`src/hdl/adc_timing_regs.vh`:
```
// Purpose: Constants for the converter timing control block
// Assumes: 100 MHz system clock, one clock domain
// Notes: Field widths and cycle figures of the conversion sequence
// Contract
// - Basic clock is system clock over divider+1
// - Sample phase lasts extension plus two periods
// - Ten-bit conversion takes seventeen plus extension periods
// - Eight-bit conversion takes fifteen plus extension periods
// - Result register loaded within counted conversion time
// - Out-of-range input gives zero or full scale
`ifndef ADC_TIMING_REGS_VH
`define ADC_TIMING_REGS_VH
`define DIV_W          6
`define EXT_W          8
`define RES_W          10
`define SAMPLE_BASE    9'h002
`define CONV10_BASE    9'h011
`define CONV8_BASE     9'h00F
`define RES_ZERO       10'h000
`define RES_FULL       10'h3FF
`define SYS_FREQ_KHZ   100000
`define BCLK_MIN_KHZ   500
`define BCLK_MAX_KHZ   16500
`endif

```
`src/hdl/basic_clock_gen.v`:
```
// Purpose: Divides the system clock into basic-clock ticks
// Assumes: Divider value stable while a conversion runs
// Notes: One-cycle tick every divider+1 system clocks
`timescale 1ns/1ns
`default_nettype none
`include "adc_timing_regs.vh"
module basic_clock_gen #(
	parameter DW = `DIV_W
) (
	input  wire          clk_sys,
	input  wire          rst,
	input  wire          run,
	input  wire [DW-1:0] divider,
	output wire          tick
);
	reg [DW-1:0] cnt_r;
	// Counter restarts when idle so the first tick is one full period after start
	assign tick = run && (cnt_r == divider);
	always @(posedge clk_sys) begin
		if (rst || !run || tick) begin
			cnt_r <= {DW{1'b0}};
		end else begin
			cnt_r <= cnt_r + 1'b1;
		end
	end
endmodule
`default_nettype wire

```
`src/hdl/adc_conversion_timing.v`:
```
// Purpose: Sample and conversion phase sequencing of the converter
// Assumes: Request, settings and analog comparator inputs synchronous to clk_sys
// Notes: Settings are captured at request; basic clock range is software's concern
`timescale 1ns/1ns
`default_nettype none
`include "adc_timing_regs.vh"
module adc_conversion_timing #(
	parameter DW = `DIV_W,
	parameter EW = `EXT_W,
	parameter RW = `RES_W
) (
	input  wire          clk_sys,
	input  wire          rst,
	input  wire          startReq,
	input  wire [DW-1:0] basicClockDivider,
	input  wire [EW-1:0] sampleTimeExtension,
	input  wire          eightBitMode,
	input  wire          belowGround,
	input  wire          aboveReference,
	input  wire          compareHigh,
	output wire          busy,
	output reg           sampling_r,
	output reg  [RW-1:0] result_r,
	output reg           resultValid_r,
	output reg           done_r
);
	localparam [2:0] IDLE = 3'b001;
	localparam [2:0] SAMP = 3'b010;
	localparam [2:0] CONV = 3'b100;

	reg [2:0]    state_r;
	reg [2:0]    state_nxt;
	reg [DW-1:0] div_r;
	reg [EW-1:0] ext_r;
	reg          mode8_r;
	reg          clampLo_r;
	reg          clampHi_r;
	reg [8:0]    cnt_r;
	reg [RW-1:0] sar_r;
	reg [3:0]    bit_r;
	wire         tick;
	wire [8:0]   sampleLen;
	wire [8:0]   convLen;
	wire         sampEnd;
	wire         convEnd;
	wire [RW-1:0] trial;

	basic_clock_gen #(.DW(DW)) u_bclk (
		.clk_sys (clk_sys),
		.rst     (rst),
		.run     (!state_r[0]),
		.divider (div_r),
		.tick    (tick)
	);

	assign busy = !state_r[0];
	assign sampleLen = {1'b0, ext_r} + `SAMPLE_BASE;
	// Conversion phase length after sampling: total minus sample time
	assign convLen = mode8_r ? (`CONV8_BASE - `SAMPLE_BASE) : (`CONV10_BASE - `SAMPLE_BASE);
	wire          sampLast;
	wire          convLast;
	wire          accept;
	wire          bitStep;
	wire [8:0]    bitCount;

	// Phase ends are qualified by state so one counter can serve both phases
	assign sampLast = (cnt_r == sampleLen - 9'h001);
	assign convLast = (cnt_r == convLen - 9'h001);
	assign sampEnd  = tick && (state_r == SAMP) && sampLast;
	assign convEnd  = tick && (state_r == CONV) && convLast;
	assign trial    = sar_r | ({{(RW-1){1'b0}}, 1'b1} << bit_r);

	// Requests during a run are dropped without any indication
	assign accept   = (state_r == IDLE) && startReq;
	// 8-bit mode resolves the top eight bits only; the rest of the phase idles
	assign bitCount = mode8_r ? 9'h008 : 9'h00A;
	assign bitStep  = tick && (state_r == CONV) && (cnt_r < bitCount);

	// Timeline with T basic periods of D+1 system clocks each:
	// edge 0 takes the request and raises busy and the sample flag,
	// edge (S+2)(D+1) closes sampling and latches the clamp levels,
	// edge T(D+1) loads the result, pulses done and drops busy.
	// A new request is taken from the cycle in which done shows.
	always @* begin
		state_nxt = state_r;
		case (state_r)
			IDLE: begin
				if (startReq) begin
					state_nxt = SAMP;
				end
			end
			SAMP: begin
				if (sampEnd) begin
					state_nxt = CONV;
				end
			end
			CONV: begin
				if (convEnd) begin
					state_nxt = IDLE;
				end
			end
			default: begin
				state_nxt = IDLE;
			end
		endcase
	end

	always @(posedge clk_sys) begin
		if (rst) begin
			state_r <= IDLE;
		end else begin
			state_r <= state_nxt;
		end
	end

	// Settings frozen at request, so a change mid-run cannot skew the timing
	always @(posedge clk_sys) begin
		if (rst) begin
			div_r   <= {DW{1'b0}};
			ext_r   <= {EW{1'b0}};
			mode8_r <= 1'b0;
		end else if (accept) begin
			div_r   <= basicClockDivider;
			ext_r   <= sampleTimeExtension;
			mode8_r <= eightBitMode;
		end
	end

	// Period counter restarts at request and at sample close, no idle period between
	always @(posedge clk_sys) begin
		if (rst) begin
			cnt_r <= 9'h000;
		end else if (accept) begin
			cnt_r <= 9'h000;
		end else if (sampEnd) begin
			cnt_r <= 9'h000;
		end else if (tick) begin
			cnt_r <= cnt_r + 9'h001;
		end
	end

	always @(posedge clk_sys) begin
		if (rst) begin
			sampling_r <= 1'b0;
		end else if (accept) begin
			sampling_r <= 1'b1;
		end else if (sampEnd || (state_r != SAMP)) begin
			sampling_r <= 1'b0;
		end
	end

	// Level held at sample close decides clamping; below ground wins
	always @(posedge clk_sys) begin
		if (rst) begin
			clampLo_r <= 1'b0;
			clampHi_r <= 1'b0;
		end else if (sampEnd) begin
			clampLo_r <= belowGround;
			clampHi_r <= aboveReference;
		end
	end

	// Successive approximation, most significant bit first, one bit per period
	always @(posedge clk_sys) begin
		if (rst) begin
			sar_r <= {RW{1'b0}};
			bit_r <= 4'h0;
		end else if (sampEnd) begin
			sar_r <= {RW{1'b0}};
			bit_r <= 4'h9;
		end else if (bitStep) begin
			if (compareHigh) begin
				sar_r <= trial;
			end
			bit_r <= bit_r - 4'h1;
		end
	end

	// Result load is the last step of the counted conversion time
	always @(posedge clk_sys) begin
		if (rst) begin
			result_r <= {RW{1'b0}};
		end else if (convEnd) begin
			if (clampLo_r) begin
				result_r <= `RES_ZERO;
			end else if (clampHi_r) begin
				result_r <= `RES_FULL;
			end else begin
				result_r <= sar_r;
			end
		end
	end

	// Valid stays up until the next request so software may read late
	always @(posedge clk_sys) begin
		if (rst) begin
			resultValid_r <= 1'b0;
		end else if (convEnd) begin
			resultValid_r <= 1'b1;
		end else if (accept) begin
			resultValid_r <= 1'b0;
		end
	end

	// Done marks the cycle in which the result first shows
	always @(posedge clk_sys) begin
		if (rst) begin
			done_r <= 1'b0;
		end else begin
			done_r <= convEnd;
		end
	end
endmodule
`default_nettype wire

```
`config.mk`:
```
export PLATFORM = sky130hd
export DESIGN_NAME = adc_conversion_timing
export DESIGN_NICKNAME = d
export VERILOG_FILES = /design/src/hdl/basic_clock_gen.v /design/src/hdl/adc_conversion_timing.v
export VERILOG_INCLUDE_DIRS = /design/src /design/src/hdl
export SDC_FILE = /design/constraint.sdc
export NUM_CORES = 1
export LEC_CHECK = 0
export BUFFER_PORTS_ARGS = -buffer_cell sky130_fd_sc_hd__clkbuf_2
export CORE_MARGIN = 2
export CORE_UTILIZATION = 35
export CTS_CLUSTER_DIAMETER = 60
export DETAILED_ROUTE_END_ITERATION = 8
export PLACE_DENSITY = 0.62
export RECOVER_POWER = 50
export SETUP_SLACK_MARGIN = 0.15
export SLEW_MARGIN = 20
export SYNTH_ARGS = -nofsm -noshare
export SYNTH_HDL_FRONTEND = slang
export SYNTH_SLANG_ARGS = --single-unit
```
`constraint.sdc`:
```
create_clock -name clk_sys -period 2.4 [get_ports clk_sys]
set_clock_uncertainty 0.05 [all_clocks]
set_input_delay 0.24 -clock clk_sys [delete_from_list [all_inputs] [get_ports clk_sys]]
set_output_delay 0.24 -clock clk_sys [all_outputs]
set_load 0.01 [all_outputs]
```
==> results by group <==
Status
  – Status: complete, no violations

Logic synthesis
  – Mapped Avg Cell Area: 8.73 sq um
  – Synth Cell Area: 2920 sq um
  – Cells after Synth: 335
  – Ys async rst share: 0
  – Distinct cell type count after synthesis: 48
  – Register bit total from synthesis: 62
  – Syn Nets: 365
  – Synth Flop Type: dfxtp_1
  – Fraction of the yosys area taken by sequential cells: 0.424
  – EDFF count, synth: 0
  – Yosys warnings: 0

Pwr
  – Leak: 1.28 nW
  – Max VDD drop: 0.277 mV
  – Pwr Density: 642 nW/um^2

Timing
  – Post-route clock period utilization: 0.909
  – Setup violators final: 0
  – Fin crit period: 2180 ps
  – Worst setup margin: 217 ps
  – Final Hold Viols: 0
  – RSZ-0062 raised after global routing: false
  – Final TNS setup: 0 ps
  – Rel. slew slack: 0.366
  – Max Transition Viols Final: 0
  – Fmax: 0.458 GHz
  – Worst Max-Slew Pin Slew: 948 ps

GRT
  – Vias in the first global route: 2274
  – First-pass GRT wire length: 10900 microns
  – Total grt overflow: 0
  – Most Crowded Layer GR: met2
  – Initial antenna violation count: 0
  – GRT Util Overall: 0.155
  – Pin count of the biggest net entering global routing: 30
  – Met3 Track Usage GR: 0.0419
  – Met2 Use GR: 0.245
  – Met1 GRT Util: 0.197

Floorplan
  – Die Width: 95.4 microns
  – Core footprint: 8180 sq um
  – Initial cell density of the core: 0.358
  – # IOs: 35
  – Die height: 95.4 microns
  – Die area: 9100 sq um
  – Std-Cell Rows: 33

Run
  – MaxCap Viol Count: 0

Setup path
  – Worst Path Arrival: 2320 ps
  – CP Data Required Time: 2540 ps
  – CP Max Fanout: 14
  – Startpoint type of the worst setup path: flop
  – Worst R2R Setup Slack: 220 ps
  – Setup crit end kind: flop
  – WS Path Type: reg -> reg

Route
  – Routed via count: 2514
  – Detail Route Antenna Nets: 0
  – DRC errors left: 0
  – 1st-iter DRT viols: 72
  – WL final: 6700 microns
  – Routed WL per cell: 14.1 microns
  – First-pass iteration count of the detailed router: 4
  – Vias per Instance: 5.28

Final layout
  – Final net count: 397
  – Multi-input gate area: 1580 sq um
  – Area Overhead vs Synth: 18.4%
  – Fillcell total: 814
  – Diodes inserted: 0
  – Layout cell share with drive strength beyond 1: 0.164
  – Register area: 1240 sq um

Clock network
  – Clock tree buffer depth: 2
  – # clock sinks: 62
  – Clock root buffer: clkbuf_8
  – Skew-Pair Late Insertion Delay: 340 ps
  – CTS tree: yes
  – Clock input transition at the sequential cells of the worst setup and hold paths: 70 ps
  – Total CTS buffers: 9
  – CTS HTree Levels: 3

Placement
  – GP Congestion: 0.788
  – PortBufs: 34
  – Dpl hpwl: 4510 microns
  – DP Worst Slack: 167 ps

Min path
  – Hold crit path type: in -> reg
[stage by stage]
step | area (sq um) | total power [W] | utilization | hold slack, ps | instances
global route | 3460 | 0.00232 | 0.423 | 45.7 | 476
finish | 3460 | 0.00222 | 0.423 | 57.2 | 476
detailed placement | 3200 | 0.00129 | 0.391 | 400 | 459
CTS | 3410 | 0.00225 | 0.417 | 34.2 | 474
global placement | 3200 | 0.00129 | 0.391 | 393 | 459
floorplan | 2920 | 0.00123 | - | 326 | 335
[layout by cell type, fill, tap and decap left out, drive strengths merged, types with 2 or more instances in the layout]
cell,Yosys,routed
inv,7,7
nand3,7,7
a31oi,9,9
xor2,18,18
a21o,2,2
and3,4,4
clkbuf,17,47
or3,3,3
o21ai,4,4
nor4b,3,3
dfxtp,62,62
o2bb2ai,10,10
nand2,44,44
nand4,9,9
nor2,24,24
a21oi,18,18
nand4b,3,3
clkinv,1,2
nor4,11,11
mux2i,3,3
a41oi,4,4
and2,7,7
nand2b,3,3
and4,3,3
o21a,2,2
ha,9,9
xnor2,8,8
nor2b,2,2
o211ai,2,2
nor3,15,15
buf,7,10
a211oi,2,2
[area by class of cell]
cell class	count	share of cell area
well taps	105	0.0379
repair buffers	45	0.0766
multi-input cells	241	0.457
inverters	8	0.00867
flip-flops and latches	62	0.360
clock buffers	12	0.0477
clock inverters	3	0.0123
[registers in the layout, summed over array words and instances (netlist names)]
register       flops
result_r          10
sar_r             10
cnt_r              9
ext_r              8
div_r              6
u_bclk.cnt_r       6
bit_r              4
state_r            3
clampHi_r          1
clampLo_r          1
done_r             1
mode8_r            1
resultValid_r      1
sampling_r         1
[Yosys cell counts (2+ instances only)]
library cell  number  area (sq um)
dfxtp_1           62          1240
nand2_1           44           165
nor2_1            24          90.1
a21oi_1           18          90.1
xor2_1            18           158
nor3_1            15          75.1
clkbuf_1          14          52.6
nor4_1            11          68.8
o2bb2ai_1         10          87.6
a31oi_1            9          56.3
ha_1               9           113
nand4_1            9          56.3
xnor2_1            8          70.1
and2_1             7          43.8
inv_1              7          26.3
nand3_1            7          35.0
a41oi_1            4          35.0
and3_1             4          25.0
buf_2              4          20.0
o21ai_0            4          20.0
and4_1             3          26.3
clkbuf_2           3          15.0
mux2i_1            3          30.0
nand2b_1           3          18.8
nand4b_1           3          26.3
or3_1              3          18.8
a211oi_1           2          15.0
a21o_1             2          15.0
buf_4              2          15.0
nor2b_1            2          12.5
nor4b_1            2          17.5
o211ai_1           2          15.0
o21a_1             2          15.0
[worst max-delay path: stages, from the launching register on]
cell and delay [ps]:
dfxtp_1 360, or3b_4 430, nor3_1 200, nand4b_1 180
a2111oi_4 390, buf_4 200, clkbuf_16 160, nor4_1 50
[power breakdown]
part	internal [W]	switching [W]
logic	0.0000714	0.000114
clock network	0.000557	0.000392
registers	0.00106	0.0000314
[routing by layer]
| layer | share of wire | vias up |
|---|---|---|
| met2 | 0.49 | 61 |
| met3 | 0.054 | 5 |
| met4 | 0.0082 | 0 |
| met5 | 0 | - |
| met1 | 0.45 | 1191 |
| li1 | - | 1257 |
[repair_timing]
item | CTS | global route
hold buffers | 0 | 0
endpoints found under the setup margin | 0 | 38
setup buffers | 0 | 1
resized for setup | 0 | 12
[final timing paths]
kind                           start                     to  cells past startpoint
max reg2reg  state_r[0]$_SDFFE_PP1P_  cnt_r[6]$_SDFFE_PP0P_                      7
max          state_r[0]$_SDFFE_PP1P_  cnt_r[6]$_SDFFE_PP0P_                      7
min           sampleTimeExtension[1]  ext_r[1]$_SDFFE_PP0P_                      3
min reg2reg     mode8_r$_SDFFE_PP0P_   mode8_r$_SDFFE_PP0P_                      2
[cells by family after synthesis]
group           after synthesis  share of synthesized area
simple gates                142                      0.249
flops                        62                      0.424
compound gates               61                      0.151
buf+inv                      32                     0.0492
xor+xnor                     26                     0.0779
fa+ha+maj                     9                     0.0385
mux                           3                     0.0103
Note: power is estimated with default switching activity, not from simulation.
